===== src/sfrm_pkg.sv =====
// Shared constants and types of the supply fault and reset monitor
package sfrm_pkg;
  localparam int DW = 16;
  localparam int AW = 3;
  ////////////////////////////////////////////////////////////////////////////
  // Device register indices on the link
  localparam logic [2:0] IDX_FAULT1 = 3'h0;
  localparam logic [2:0] IDX_FAULT2 = 3'h1;
  localparam logic [2:0] IDX_MASK1 = 3'h2;
  localparam logic [2:0] IDX_SYSCFG1 = 3'h3;
  localparam logic [2:0] IDX_THRESH = 3'h4;
  // first_fault_status fields
  localparam int F1_POR = 0;
  localparam int F1_RESET = 1;
  localparam int F1_STK_OV = 2;
  localparam int F1_STK_LV = 3;
  // second_fault_status fields
  localparam int F2_COMM_UV = 0;
  localparam int F2_COMM_OV = 1;
  localparam int F2_ANA_UV = 2;
  localparam int F2_ANA_OV = 3;
  localparam int F2_MEAS_OV = 4;
  localparam int F2_W = 5;
  // first_fault_mask: low bits mask status 1, from this bit status 2
  localparam int MASK_F2_LSB = 8;
  // first_system_config fields
  localparam int CFG_SOFT_RST = 0;
  localparam int CFG_SOC = 1;
  localparam int CFG_PER_LSB = 4;
  localparam int CFG_PER_W = 3;
  // Implemented bits and reset values
  localparam logic [15:0] F1_IMPL = 16'h000f;
  localparam logic [15:0] F2_IMPL = 16'h001f;
  localparam logic [15:0] MASK1_IMPL = 16'h1f0f;
  localparam logic [15:0] CFG1_IMPL = 16'h0070;
  localparam logic [15:0] FAULT1_POR_VAL = 16'h0001;
  localparam logic [15:0] F1_KEEP = 16'h000c;
  localparam logic [15:0] F1_RST_SET = 16'h0002;
  localparam logic [15:0] FAULT2_RST_VAL = 16'h0000;
  localparam logic [15:0] MASK1_RST_VAL = 16'h0000;
  localparam logic [15:0] CFG1_RST_VAL = 16'h0000;
  localparam logic [15:0] THRESH_RST_VAL = 16'hffff;
  ////////////////////////////////////////////////////////////////////////////
  // Timing
  localparam int CLK_PERIOD_NS = 5;
  localparam int SUPPLY_FILTER_NS = 1000;
  localparam int RESET_FILTER_NS = 1000;
  localparam int REG_RETRY_NS = 10000;
  localparam int PERIOD_UNIT_NS = 10000;
  localparam int SEQ_LEN_NS = 320;
  localparam int SUPPLY_READY_NS = 5000000;
  localparam int SUPPLY_FILTER_CYC =
    (SUPPLY_FILTER_NS + CLK_PERIOD_NS - 1) / CLK_PERIOD_NS;
  localparam int RESET_FILTER_CYC =
    (RESET_FILTER_NS + CLK_PERIOD_NS - 1) / CLK_PERIOD_NS;
  localparam int REG_RETRY_CYC =
    (REG_RETRY_NS + CLK_PERIOD_NS - 1) / CLK_PERIOD_NS;
  localparam int PERIOD_UNIT_CYC = PERIOD_UNIT_NS / CLK_PERIOD_NS;
  localparam int SEQ_LEN_CYC = (SEQ_LEN_NS + CLK_PERIOD_NS - 1) / CLK_PERIOD_NS;
  localparam int SUPPLY_READY_CYC =
    (SUPPLY_READY_NS + CLK_PERIOD_NS - 1) / CLK_PERIOD_NS;
  ////////////////////////////////////////////////////////////////////////////
  // Controller Avalon word indices and command fields
  localparam logic [1:0] HOST_CMD_IDX = 2'h0;
  localparam logic [1:0] HOST_STAT_IDX = 2'h1;
  localparam logic [1:0] HOST_RDATA_IDX = 2'h2;
  localparam logic [1:0] HOST_RSTPIN_IDX = 2'h3;
  localparam int CMD_WDATA_LSB = 0;
  localparam int CMD_ADDR_LSB = 16;
  localparam int CMD_WE_BIT = 24;

  typedef enum logic {SEQ_IDLE, SEQ_RUN} sfrm_seq_t;
endpackage


===== src/sfrm_link_if.sv =====
// Link between the monitor device and its controller
`timescale 1ns/1ps
interface sfrm_link_if;
  logic req;
  logic we;
  logic [2:0] addr;
  logic [15:0] wdata;
  logic ack;
  logic [15:0] rdata;
  logic reset_pin;
  logic fault_pin;
  modport dev (input req, we, addr, wdata, reset_pin,
               output ack, rdata, fault_pin);
  modport ctrl (output req, we, addr, wdata, reset_pin,
                input ack, rdata, fault_pin);
endinterface


===== src/sfrm_device.sv =====
// Supply fault and reset monitor, device end
`timescale 1ns/1ps
// Functional notes
// - Nonzero period timer starts sequences autonomously
// - Cyclic sequence compares channel against threshold
// - Flags readable and routable to fault pin
// - Start-of-conversion command runs one sequence
// - Stack overvoltage flagged after filter period
// - Unmasked stack overvoltage flag drives fault high
// - Stack overvoltage only flags, never resets
// - Stack overvoltage flag cleared by writing zero
// - Low-voltage flag clears only when back in range
// - Comm regulator limit sets flag, retry cycle
// - Comm undervoltage faults latched until controller clears
// - Comm overvoltage comparator sets its flag
// - Analog regulator limit sets flag, retry cycle
// - Analog overvoltage checked during every sequence
// - Stack undervoltage holds reset, recovery is power-on
// - Logic supply drop triggers full power-on reset
// - Power-on: defaults, power-on flag, fault active
// - Reset pin high beyond filter time resets
// - Software reset bit write resets device
// - Pin and software resets set reset flag
// - Controller waits ready interval after pin or software reset
// - Registers are sixteen bits wide with fields
// - Pin and software resets keep some first status bits
module sfrm_device
  import sfrm_pkg::*;
#(
  parameter int FILT_CYC = SUPPLY_FILTER_CYC,
  parameter int RST_FILT_CYC = RESET_FILTER_CYC,
  parameter int RETRY_CYC = REG_RETRY_CYC,
  parameter int UNIT_CYC = PERIOD_UNIT_CYC,
  parameter int SEQ_CYC = SEQ_LEN_CYC
) (
  input wire logic clock_i, // System clock
  input wire logic arst_n_i, // Power-on reset, active low
  input wire logic ce_i, // Clock enable
  sfrm_link_if.dev link, // Link to controller
  input wire logic stack_ov_cmp_i, // Stack supply overvoltage comparator
  input wire logic stack_lv_cmp_i, // Stack supply low-voltage comparator
  input wire logic stack_uv_cmp_i, // Stack supply undervoltage comparator
  input wire logic logic_supply_low_i, // Digital supply below safe level
  input wire logic comm_ilim_uv_i, // Comm regulator limit and undervoltage
  input wire logic comm_ov_cmp_i, // Comm regulator overvoltage
  input wire logic ana_ilim_uv_i, // Analog regulator limit and undervolt
  input wire logic ana_ov_cmp_i, // Analog supply overvoltage
  input wire logic [15:0] meas_value_i, // Selected measured channel
  output logic comm_reg_en_o, // Comm regulator enabled
  output logic ana_reg_en_o, // Analog regulator enabled
  output logic seq_busy_o, // Measurement sequence running
  output logic seq_done_o, // Sequence finished, one cycle
  output logic in_reset_o // Device held in internal reset
);
  logic ack_r;
  logic fault_r;
  logic rst_ind_r;
  logic seq_done_r;
  logic [15:0] rdata_r;
  logic [15:0] fault1_r;
  logic [15:0] fault2_r;
  logic [15:0] mask1_r;
  logic [15:0] cfg1_r;
  logic [15:0] thresh_r;
  logic [15:0] ofilt_r;
  logic [15:0] rfilt_r;
  logic [31:0] tmr_r;
  logic [15:0] seq_cnt_r;
  logic seq_cyc_r;
  sfrm_seq_t seq_st_r;
  sfrm_seq_t seq_st_nxt;
  logic [15:0] seq_cnt_nxt;
  logic seq_cyc_nxt;
  logic [15:0] f1_nxt;
  logic [15:0] f2_nxt;
  logic reg_on_r [2];
  logic [15:0] retry_r [2];

  ////////////////////////////////////////////////////////////////////////////
  // Link decode and reset sources
  wire por_hold = stack_uv_cmp_i | logic_supply_low_i;
  wire acc_new = link.req & ~ack_r;
  wire wr_fire = acc_new & link.we;
  wire wr_f1 = wr_fire & (link.addr == IDX_FAULT1);
  wire wr_f2 = wr_fire & (link.addr == IDX_FAULT2);
  wire wr_m1 = wr_fire & (link.addr == IDX_MASK1);
  wire wr_cfg = wr_fire & (link.addr == IDX_SYSCFG1);
  wire wr_thr = wr_fire & (link.addr == IDX_THRESH);
  wire soft_fire = wr_cfg & link.wdata[CFG_SOFT_RST];
  wire soc_fire = wr_cfg & link.wdata[CFG_SOC];
  wire pin_fire = link.reset_pin & (rfilt_r == 16'(RST_FILT_CYC));
  wire warm_rst = pin_fire | soft_fire;
  wire [15:0] rfilt_nxt = !link.reset_pin ? 16'h0000 :
    (rfilt_r > 16'(RST_FILT_CYC)) ? rfilt_r : rfilt_r + 16'h0001;
  wire [15:0] ofilt_nxt = !stack_ov_cmp_i ? 16'h0000 :
    (ofilt_r > 16'(FILT_CYC)) ? ofilt_r : ofilt_r + 16'h0001;
  wire stk_ov_set = stack_ov_cmp_i & (ofilt_r >= 16'(FILT_CYC));
  wire [15:0] rd_mux =
    (link.addr == IDX_FAULT1) ? fault1_r :
    (link.addr == IDX_FAULT2) ? fault2_r :
    (link.addr == IDX_MASK1) ? mask1_r :
    (link.addr == IDX_SYSCFG1) ? cfg1_r :
    (link.addr == IDX_THRESH) ? thresh_r : 16'h0000;

  ////////////////////////////////////////////////////////////////////////////
  // Regulator shutdown and retry
  wire [1:0] ilim = {ana_ilim_uv_i, comm_ilim_uv_i};
  wire [1:0] uv_evt = ilim & {reg_on_r[1], reg_on_r[0]};
  genvar g;
  generate
    for (g = 0; g < 2; g++) begin : g_retry
      always_ff @(posedge clock_i or negedge arst_n_i) begin
        if (!arst_n_i) begin
          reg_on_r[g] <= 1'b1;
          retry_r[g] <= 16'h0000;
        end else if (ce_i) begin
          if (uv_evt[g]) begin
            reg_on_r[g] <= 1'b0;
            retry_r[g] <= 16'(RETRY_CYC - 1);
          end else if (!reg_on_r[g]) begin
            if (retry_r[g] == 16'h0000) begin
              reg_on_r[g] <= 1'b1;
            end else begin
              retry_r[g] <= retry_r[g] - 16'h0001;
            end
          end
        end
      end
    end
  endgenerate

  ////////////////////////////////////////////////////////////////////////////
  // Period timer and measurement sequencer
  wire [2:0] per_sel = cfg1_r[CFG_PER_LSB +: CFG_PER_W];
  wire [31:0] per_lim = 32'(per_sel) * 32'(UNIT_CYC);
  wire tmr_exp = (per_sel != 3'h0) & (tmr_r >= per_lim - 32'h1);
  wire [31:0] tmr_nxt = (per_sel == 3'h0 || tmr_exp) ? 32'h0 :
    tmr_r + 32'h1;
  wire start_cyc = tmr_exp & (seq_st_r == SEQ_IDLE) & ~soc_fire;
  wire seq_end = (seq_st_r == SEQ_RUN) & (seq_cnt_r == 16'h0000) &
    ~soc_fire;
  wire meas_ov_set = seq_end & seq_cyc_r & (meas_value_i > thresh_r);
  wire ana_ov_set = (seq_st_r == SEQ_RUN) & ana_ov_cmp_i;

  always_comb begin
    seq_st_nxt = seq_st_r;
    seq_cnt_nxt = seq_cnt_r;
    seq_cyc_nxt = seq_cyc_r;
    case (seq_st_r)
      SEQ_IDLE: begin
        if (soc_fire || start_cyc) begin
          seq_st_nxt = SEQ_RUN;
          seq_cnt_nxt = 16'(SEQ_CYC - 1);
          seq_cyc_nxt = start_cyc;
        end
      end
      SEQ_RUN: begin
        if (soc_fire) begin
          seq_cnt_nxt = 16'(SEQ_CYC - 1);
          seq_cyc_nxt = 1'b0;
        end else if (seq_cnt_r == 16'h0000) begin
          seq_st_nxt = SEQ_IDLE;
        end else begin
          seq_cnt_nxt = seq_cnt_r - 16'h0001;
        end
      end
      default: begin
        seq_st_nxt = SEQ_IDLE;
      end
    endcase
  end

  ////////////////////////////////////////////////////////////////////////////
  // Fault flags: write zero clears, a set in the same cycle wins
  always_comb begin
    f1_nxt = wr_f1 ? (fault1_r & link.wdata) : fault1_r;
    f1_nxt[F1_STK_OV] = f1_nxt[F1_STK_OV] | stk_ov_set;
    f1_nxt[F1_STK_LV] = f1_nxt[F1_STK_LV] | stack_lv_cmp_i;
    f2_nxt = wr_f2 ? (fault2_r & link.wdata) : fault2_r;
    f2_nxt[F2_COMM_UV] = f2_nxt[F2_COMM_UV] | uv_evt[0];
    f2_nxt[F2_COMM_OV] = f2_nxt[F2_COMM_OV] | comm_ov_cmp_i;
    f2_nxt[F2_ANA_UV] = f2_nxt[F2_ANA_UV] | uv_evt[1];
    f2_nxt[F2_ANA_OV] = f2_nxt[F2_ANA_OV] | ana_ov_set;
    f2_nxt[F2_MEAS_OV] = f2_nxt[F2_MEAS_OV] | meas_ov_set;
  end

  wire [15:0] mask2 = mask1_r >> MASK_F2_LSB;
  wire fault_any = (|(fault1_r & ~mask1_r & F1_IMPL)) |
    (|(fault2_r & ~mask2 & F2_IMPL));

  ////////////////////////////////////////////////////////////////////////////
  // Register file and reset handling
  always_ff @(posedge clock_i or negedge arst_n_i) begin
    if (!arst_n_i) begin
      ack_r <= 1'b0;
      rdata_r <= 16'h0000;
      fault_r <= 1'b1;
      rst_ind_r <= 1'b1;
      rfilt_r <= 16'h0000;
      ofilt_r <= 16'h0000;
      fault1_r <= FAULT1_POR_VAL;
      fault2_r <= FAULT2_RST_VAL;
      mask1_r <= MASK1_RST_VAL;
      cfg1_r <= CFG1_RST_VAL;
      thresh_r <= THRESH_RST_VAL;
      tmr_r <= 32'h0;
      seq_st_r <= SEQ_IDLE;
      seq_cnt_r <= 16'h0000;
      seq_cyc_r <= 1'b0;
      seq_done_r <= 1'b0;
    end else if (ce_i) begin
      ack_r <= acc_new;
      rdata_r <= acc_new ? rd_mux : rdata_r;
      fault_r <= fault_any;
      rst_ind_r <= por_hold | warm_rst;
      rfilt_r <= rfilt_nxt;
      ofilt_r <= ofilt_nxt;
      seq_done_r <= seq_end & ~por_hold & ~warm_rst;
      if (por_hold) begin
        fault1_r <= FAULT1_POR_VAL;
        fault2_r <= FAULT2_RST_VAL;
        mask1_r <= MASK1_RST_VAL;
        cfg1_r <= CFG1_RST_VAL;
        thresh_r <= THRESH_RST_VAL;
        tmr_r <= 32'h0;
        seq_st_r <= SEQ_IDLE;
        seq_cyc_r <= 1'b0;
      end else if (warm_rst) begin
        fault1_r <= (fault1_r & F1_KEEP) | F1_RST_SET;
        fault2_r <= FAULT2_RST_VAL;
        mask1_r <= MASK1_RST_VAL;
        cfg1_r <= CFG1_RST_VAL;
        thresh_r <= THRESH_RST_VAL;
        tmr_r <= 32'h0;
        seq_st_r <= SEQ_IDLE;
        seq_cyc_r <= 1'b0;
      end else begin
        fault1_r <= f1_nxt & F1_IMPL;
        fault2_r <= f2_nxt & F2_IMPL;
        mask1_r <= wr_m1 ? (link.wdata & MASK1_IMPL) : mask1_r;
        cfg1_r <= wr_cfg ? (link.wdata & CFG1_IMPL) : cfg1_r;
        thresh_r <= wr_thr ? link.wdata : thresh_r;
        tmr_r <= tmr_nxt;
        seq_st_r <= seq_st_nxt;
        seq_cnt_r <= seq_cnt_nxt;
        seq_cyc_r <= seq_cyc_nxt;
      end
    end
  end

  assign link.ack = ack_r;
  assign link.rdata = rdata_r;
  assign link.fault_pin = fault_r;
  assign comm_reg_en_o = reg_on_r[0];
  assign ana_reg_en_o = reg_on_r[1];
  assign seq_busy_o = (seq_st_r == SEQ_RUN);
  assign seq_done_o = seq_done_r;
  assign in_reset_o = rst_ind_r;
endmodule // sfrm_device


===== src/flat_wrapper.sv =====
// flat-port wrapper written by rule: the top's interface ports become plain ports
module sfrm_device_flat import sfrm_pkg::*;
#(
  parameter int FILT_CYC = SUPPLY_FILTER_CYC,
  parameter int RST_FILT_CYC = RESET_FILTER_CYC,
  parameter int RETRY_CYC = REG_RETRY_CYC,
  parameter int UNIT_CYC = PERIOD_UNIT_CYC,
  parameter int SEQ_CYC = SEQ_LEN_CYC
)
  (clock_i, arst_n_i, ce_i, stack_ov_cmp_i, stack_lv_cmp_i, stack_uv_cmp_i, logic_supply_low_i, comm_ilim_uv_i, comm_ov_cmp_i, ana_ilim_uv_i, ana_ov_cmp_i, meas_value_i, comm_reg_en_o, ana_reg_en_o, seq_busy_o, seq_done_o, in_reset_o, link_req, link_we, link_addr, link_wdata, link_reset_pin, link_ack, link_rdata, link_fault_pin);
  sfrm_link_if link_i ();
  input wire logic clock_i;
  input wire logic arst_n_i;
  input wire logic ce_i;
  input wire logic stack_ov_cmp_i;
  input wire logic stack_lv_cmp_i;
  input wire logic stack_uv_cmp_i;
  input wire logic logic_supply_low_i;
  input wire logic comm_ilim_uv_i;
  input wire logic comm_ov_cmp_i;
  input wire logic ana_ilim_uv_i;
  input wire logic ana_ov_cmp_i;
  input wire logic [15:0] meas_value_i;
  output logic comm_reg_en_o;
  output logic ana_reg_en_o;
  output logic seq_busy_o;
  output logic seq_done_o;
  output logic in_reset_o;
  input wire logic [$bits(link_i.req)-1:0] link_req;
  input wire logic [$bits(link_i.we)-1:0] link_we;
  input wire logic [$bits(link_i.addr)-1:0] link_addr;
  input wire logic [$bits(link_i.wdata)-1:0] link_wdata;
  input wire logic [$bits(link_i.reset_pin)-1:0] link_reset_pin;
  output wire logic [$bits(link_i.ack)-1:0] link_ack;
  output wire logic [$bits(link_i.rdata)-1:0] link_rdata;
  output wire logic [$bits(link_i.fault_pin)-1:0] link_fault_pin;
  assign link_i.req = link_req;
  assign link_i.we = link_we;
  assign link_i.addr = link_addr;
  assign link_i.wdata = link_wdata;
  assign link_i.reset_pin = link_reset_pin;
  assign link_ack = link_i.ack;
  assign link_rdata = link_i.rdata;
  assign link_fault_pin = link_i.fault_pin;
  sfrm_device #(.FILT_CYC(FILT_CYC), .RST_FILT_CYC(RST_FILT_CYC), .RETRY_CYC(RETRY_CYC), .UNIT_CYC(UNIT_CYC), .SEQ_CYC(SEQ_CYC)) u_core (.clock_i(clock_i), .arst_n_i(arst_n_i), .ce_i(ce_i), .link(link_i), .stack_ov_cmp_i(stack_ov_cmp_i), .stack_lv_cmp_i(stack_lv_cmp_i), .stack_uv_cmp_i(stack_uv_cmp_i), .logic_supply_low_i(logic_supply_low_i), .comm_ilim_uv_i(comm_ilim_uv_i), .comm_ov_cmp_i(comm_ov_cmp_i), .ana_ilim_uv_i(ana_ilim_uv_i), .ana_ov_cmp_i(ana_ov_cmp_i), .meas_value_i(meas_value_i), .comm_reg_en_o(comm_reg_en_o), .ana_reg_en_o(ana_reg_en_o), .seq_busy_o(seq_busy_o), .seq_done_o(seq_done_o), .in_reset_o(in_reset_o));
endmodule

===== config.mk =====
export PLATFORM = sky130hd
export DESIGN_NAME = sfrm_device_flat
export DESIGN_NICKNAME = d
export VERILOG_FILES = /design/src/sfrm_pkg.sv /design/src/sfrm_link_if.sv /design/src/sfrm_device.sv /design/src/flat_wrapper.sv
export SDC_FILE = /design/constraint.sdc
export NUM_CORES = 1
export LEC_CHECK = 0
export BUFFER_PORTS_ARGS = -buffer_cell sky130_fd_sc_hd__buf_2
export CORE_MARGIN = 4
export CORE_UTILIZATION = 25
export CTS_CLUSTER_SIZE = 30
export DETAILED_ROUTE_END_ITERATION = 8
export GPL_ROUTABILITY_DRIVEN = 0
export PLACE_DENSITY = 0.46
export SYNTH_ARGS = -nofsm -noshare
export SYNTH_HDL_FRONTEND = slang
export SYNTH_SLANG_ARGS = --single-unit

===== constraint.sdc =====
create_clock -name clock_i -period 7 [get_ports clock_i]
set_clock_uncertainty 0.15 [all_clocks]
set_input_delay 0.7 -clock clock_i [delete_from_list [all_inputs] [get_ports clock_i]]
set_output_delay 0.7 -clock clock_i [all_outputs]
set_load 0.02 [all_outputs]

## Word-level counts from Yosys, hierarchy flattened

Cells that the tools add are included.

- Add/sub/neg operators: 7
- Multiply operators: 1
- Magnitude comparators: 5
- Equality and inequality tests: 16
- Mux-type cells: 54
- Bitwise operators: 44
- Reduce and logical (&&, ||, !) cells: 26

Operators with widths:

| kind | number |
|---|---|
| two-way mux 16 bit | 29 |
| two-way mux 32 bit | 3 |
| zero test 16 bit | 3 |
| subtractor 16 x 1 -> 16 bit, second input constant | 3 |
| adder 16 x 1 -> 16 bit, second input constant | 2 |
| adder 32 x 1 -> 32 bit, second input constant | 1 |
| >= comparator 32 bit | 1 |
| > comparator 16 x 8 -> 1 bit, second input constant | 2 |
| case mux 16 bit (2 select lines) | 1 |
| bitwise AND 1 bit | 21 |
| equality test 16 x 8 -> 1 bit, second input constant | 1 |
| >= comparator 16 x 8 -> 1 bit, second input constant | 1 |
| > comparator 16 bit | 1 |
| AND reduction 2 bit | 8 |
| two-way mux 1 bit | 15 |
| nonzero test 3 bit | 5 |
| subtractor 14 x 1 -> 15 bit, second input constant | 1 |
| bitwise OR 1 bit | 11 |
| bitwise AND 5 bit | 2 |
| multiplier 3 x 7 -> 10 bit, second input constant | 1 |
| two-way mux 5 bit | 2 |
| != test 2 bit, second input constant | 5 |
| AND reduction 3 bit | 3 |
| bitwise AND 4 bit | 2 |
| 18 further kinds | 29 |

- Bits in registers: 216
- Bits of input ports: 49
- Output and inout port bits: 23
- Logic and storage cells: 175

## Depth between registers and ports, before layout

- Word-level depth: 12
- Depth in mapped cells: 19
- Mapped depth without buffers: 17

## Worst setup path after synthesis

Ideal clock, no wire load.

- Path kind: flip-flop to flip-flop
- From: register u_core.cfg1_r[4]
- To: register u_core.seq_cnt_r[6]
- Library setup time: 0.124 ns
- Data arrival time: 4.989 ns
- Required time: 6.726 ns
- Setup slack: 1.737 ns
- Stages on the path, launching flop included: 18
- Path buffers: 2
- Clock period less this slack: 5.263 ns
- Cells stage by stage: dfrtp_1 inv_1 fa_1 xnor2_1 ha_1 nor2_1 fa_1 nand3_1 or4_1 ha_1 nand4_1 or2_2 nor3_1 o211ai_1 and3_1 clkbuf_1 buf_2 a211o_1

- Word-level cells in the longest chain between the ends: 9
- Elaborated cells on any way between the ends: 10
- Those cells by class: add/sub: 1; mul: 1; order compare: 1; eq/ne: 1; bitwise: 3; reduce/logical: 3

Ends and longest elaborated chain:

| item | RTL line | RTL |
|---|---|---|
| from (decl) | sfrm_device.sv:63 | `logic [15:0] cfg1_r;` |
| from (signal assigned) | sfrm_device.sv:241 | `cfg1_r <= wr_cfg ? (link.wdata & CFG1_IMPL) : cfg1_r;` |
| multiplier 3 x 7 -> 10 bit | sfrm_device.sv:135 | `wire [31:0] per_lim = 32'(per_sel) * 32'(UNIT_CYC);` |
| subtractor 14 x 1 -> 15 bit | sfrm_device.sv:136 | `wire tmr_exp = (per_sel != 3'h0) & (tmr_r >= per_lim - 32'h1);` |
| >= comparator 32 bit | sfrm_device.sv:136 |  |
| bitwise AND 1 bit * | sfrm_device.sv:136 |  |
| bitwise AND 1 bit * (2 in a row) | sfrm_device.sv:139 | `wire start_cyc = tmr_exp & (seq_st_r == SEQ_IDLE) & ~soc_fire;` |
| logical OR 1 bit * | sfrm_device.sv:151 | `if (soc_fire \|\| start_cyc) begin` |
| != test 2 bit (no line) * | -- |  |
| AND reduction 5 bit (no line) * | -- |  |
| to (signal assigned) | sfrm_device.sv:245 | `seq_cnt_r <= seq_cnt_nxt;` |
| to (decl) | sfrm_device.sv:68 | `logic [15:0] seq_cnt_r;` |

Every way passes the cells marked *; elsewhere a longest branch is shown, timed or not.
A chain may end at the register's enable or synchronous reset.

## Final worst setup path

- From: register u_core.cfg1_r[4]
- To: register u_core.tmr_r[6]

- Word-level cells in the longest chain between the ends: 8
- Elaborated cells on any way between the ends: 10
- Those cells by class: add/sub: 1; mul: 1; order compare: 1; mux: 3; bitwise: 1; reduce/logical: 3

Ends and longest elaborated chain:

| item | RTL line | RTL |
|---|---|---|
| multiplier 3 x 7 -> 10 bit | sfrm_device.sv:135 |  |
| subtractor 14 x 1 -> 15 bit | sfrm_device.sv:136 |  |
| >= comparator 32 bit | sfrm_device.sv:136 |  |
| bitwise AND 1 bit | sfrm_device.sv:136 |  |
| logical OR 1 bit * | sfrm_device.sv:137 | `wire [31:0] tmr_nxt = (per_sel == 3'h0 \|\| tmr_exp) ? 32'h0 :` |
| two-way mux 32 bit * | sfrm_device.sv:137 |  |
| two-way mux 32 bit * | sfrm_device.sv:228 | `end else if (warm_rst) begin` |
| two-way mux 32 bit * | sfrm_device.sv:219 | `if (por_hold) begin` |
| to (signal assigned) | sfrm_device.sv:243 | `tmr_r <= tmr_nxt;` |
| to (decl) | sfrm_device.sv:67 | `logic [31:0] tmr_r;` |

Marked as above.

==> summary.txt <==
Routing
  – Routed WL: 29,570 um
  – Initial DRC count: 667
  – Vias: 8,856
  – Drt pass-1 iters: 5
  – Vias per cell: 5.128
  – Final ANT Viol Nets: 0
  – WL per Instance: 17.12 um
  – # DRC: 0

Floorplan
  – Initial Util: 0.2530
  – Die area: 44,730 um2
  – # IOs: 72
  – Chip Height: 211.5 um
  – Row cnt: 74
  – Chip width: 211.5 um
  – Core region area: 40,920 um2

Critical path
  – Slowest stage delay, CP: 0.86 ns
  – Critical-path top delay cell: or4_1
  – R2R cell count: 15
  – CP Data Arrival Time: 6.28 ns
  – Crit path max fanout: 20
  – CP startpoint: u_core.cfg1_r[4]
  – R2R Path End: u_core.tmr_r[6]
  – Worst setup SP type: flop
  – RR Startpoint: u_core.cfg1_r[4]
  – Worst Setup End Kind: flop
  – CP cell instances: inv_1 > fa_1 > xnor2_1 > ha_1 > nor2_1 > fa_1 > nand3_1 > or4_1 > ha_1 > nand4_1 > nor4_1 > and2_1 > a221oi_4 > nand2_1 > o221ai_1
  – CP required: 7.14 ns
  – Worst R2R Setup Slack: 0.85 ns
  – Kind of critical path: reg2reg

Global routing
  – Busiest grt layer: met2
  – GR Util met2: 0.2145
  – M1 GR Usage: 0.1789
  – Largest net degree at the start of global routing: 103
  – First-pass GRT wire length: 47,870 um
  – Vias in the first global route: 8,724
  – GRT Overall Usage: 0.1339
  – Antenna violations before repair: 7
  – Overflow after GRT: 0
  – Met3 usage: 0.03720

Final layout
  – Synth-to-layout area growth: 14.66%
  – Share of post-route cells with drive strength above 1: 0.1272
  – Final core occ: 0.2901
  – Fill cell count: 4,334
  – Final #Nets: 1,296
  – # diodes: 0
  – Finished Layout Cells: 1,727
  – Commonest non-fill, non-tap cell in the layout: dfrtp_1
  – Most frequent cells in the layout: dfrtp_1, nor2_1, nand2_1
  – Post-route design area: 11,870 um2

Synth
  – Mapped Cells: 1,128
  – Post-Syn Nets: 1,242
  – Async S/R FF share, synth: 1.000
  – Synth Warn #: 0
  – Number of synthesized flops with an enable pin: 0
  – FF+latch count, synth: 173
  – Seq/Total Area, Yosys: 0.4207
  – Ys flop type: dfrtp_1
  – Post-Syn Area: 10,350 um2
  – Distinct cells, synth: 74
  – Syn Area/Cell: 9.178 um2

Placed design
  – Port bufs: 71
  – Post-place setup slack: 0.8421 ns
  – Placed cells: 1,695
  – DP HPWL: 20,530 um
  – Cell area after placement: 11,290 um2

STA
  – Endpoints failing hold: 0
  – Hold Slack: 0.1320 ns
  – Setup TNS: 0 ns
  – Final Slew Violations: 0
  – Slew HR: 0.2653
  – Final critical-path share of the clock period: 0.8781
  – Worst-Margin Slew: 1.100 ns
  – Setup ws final: 0.8532 ns
  – RSZ-0062 raised after global routing: false
  – Endpoints failing setup: 0
  – Fin crit period: 6.147 ns
  – FMAX: 162.7 MHz

Clock tree
  – CTS Sinks: 173
  – Worst skew pair latency: 0.46 ns
  – Post-CTS Setup Bufs: 0
  – CTS max path bufs: 2
  – Root Driver: clkbuf_16
  – CTS buffer count: 17
  – CTS tree: built
  – Clock Pin Slew Worst Setup and Hold Paths: 0.07 ns
  – CTS H-tree depth: 4
  – Post-cts repair resize count: 0
  – CTS hold repair buffers: 0

Worst hold path
  – Hold/Removal Path Class: in2async

Power and ir drop
  – Power share of the combinational group: 0.145
  – Power after layout: 2.506 mW
  – Power per cell area: 211.1 nW/um2
  – Clk pwr share: 0.392
  – Cell internal pwr: 1.763 mW
  – Sw power: 0.7434 mW
  – Peak supply drop: 0.1316 mV
  – Leak Pwr: 5.128 nW
  – Sequential power share: 0.462
  – Switch share: 0.2967

Flow run
  – Max-Cap Viols: 0

Status
  – Status: completed
-- worst max path at each step --
| stage | to | slack [ns] | cells after the start |
|---|---|---|---|
| 2_1_floorplan | u_core.seq_cnt_r[6] | 1.74 | 17 |
| 3_3_place_gp | u_core.tmr_r[12] | 1.01 | 15 |
| 3_5_place_dp | u_core.tmr_r[21] | 0.84 | 15 |
| 4_1_cts | u_core.tmr_r[25] | 0.82 | 15 |
| 5_1_grt | u_core.tmr_r[29] | 0.35 | 16 |
| 6_report | u_core.tmr_r[6] | 0.85 | 15 |
-- power by group through the flow --
stage | Combinational (mW) | Clock (mW) | Sequential, mW
CTS | 0.369 | 1.02 | 1.16
finish | 0.364 | 0.983 | 1.16
global placement | 0.363 | 0 | 1.18
global route | 0.415 | 1.06 | 1.17
floorplan | 0.228 | 0 | 1.18
detailed placement | 0.368 | 0 | 1.18
-- flip-flops by register name, summed over array words and instances (netlist names), 5 cells and up --
| name | cells |
|---|---|
| u_core.link.rdata | 16 |
| u_core.mask1_r | 9 |
| u_core.fault2_r | 5 |
| u_core.thresh_r | 16 |
| u_core.tmr_r | 32 |
| u_core.rfilt_r | 16 |
| u_core.retry_r | 32 |
| u_core.seq_cnt_r | 16 |
| u_core.ofilt_r | 16 |
-- cell families (layout without fill, tap and decap cells) --
kind of cell | count (synthesis) | in the layout | share of synthesized area
XOR/XNOR | 42 | 42 | 0.03553
AND/OR/NAND/NOR | 459 | 459 | 0.2287
AO/OA/AOI/OAI | 255 | 255 | 0.1727
flip-flops | 173 | 173 | 0.4207
multiplexers | 18 | 18 | 0.01765
adder cells (fa/ha/maj) | 65 | 65 | 0.08073
buffers and inverters | 116 | 183 | 0.04399
-- synth_stat cells, types with 6 or more instances --
library cell / instances / area (um2)
a2111oi_0: 7 / 61.31
a211o_1: 7 / 61.31
a211oi_1: 7 / 52.55
a21o_1: 6 / 45.04
a21oi_1: 47 / 235.2
a221oi_1: 7 / 61.31
a22o_1: 14 / 122.6
a31oi_1: 27 / 168.9
and2_1: 7 / 43.79
and3_1: 22 / 137.6
and4_1: 8 / 70.07
clkbuf_1: 35 / 131.4
dfrtp_1: 152 / 3804
dfstp_2: 21 / 551.8
ha_1: 62 / 775.7
inv_1: 70 / 262.8
mux2i_1: 16 / 160.2
nand2_1: 95 / 356.6
nand2b_1: 10 / 62.56
nand3_1: 57 / 285.3
nand4_1: 48 / 300.3
nor2_1: 98 / 367.9
nor2b_1: 15 / 93.84
nor3_1: 32 / 160.2
nor3b_1: 6 / 45.04
nor4_1: 16 / 100.1
o211ai_1: 25 / 187.7
o21ai_0: 45 / 225.2
o22ai_1: 9 / 56.30
o311ai_0: 9 / 78.83
or2_2: 6 / 37.54
or3_1: 9 / 56.30
or4_1: 14 / 105.1
xnor2_1: 30 / 262.8
xor2_1: 12 / 105.1
-- area by class of cell --
| class | instances | area, um2 | share of cell area |
|---|---|---|---|
| clock inverter | 11 | 133.9 | 0.01128 |
| multi-input combinational | 839 | 5563 | 0.4686 |
| clock buffer | 21 | 450.4 | 0.03795 |
| timing repair buffer | 81 | 439.2 | 0.03700 |
| tap | 532 | 665.6 | 0.05608 |
| inverter | 70 | 262.8 | 0.02214 |
| sequential | 173 | 4355 | 0.3669 |
-- routing by layer --
layer / routed length (um) / vias up
met2: 13850 / 136
met4: 432 / 14
met3: 1449 / 41
li1: - / 4293
met1: 13740 / 4372
met5: 100 / -
-- worst max-delay path: cells and delay by family, from the launching register on --
family / cells / cell delay, ns
AND/OR/NAND/NOR: 7 / 2.73
buffers and inverters: 1 / 0.19
flip-flops: 1 / 0.50
adder cells (fa/ha/maj): 4 / 1.91
AO/OA/AOI/OAI: 2 / 0.31
XOR/XNOR: 1 / 0.16
Power figures use the tool's default switching activity.
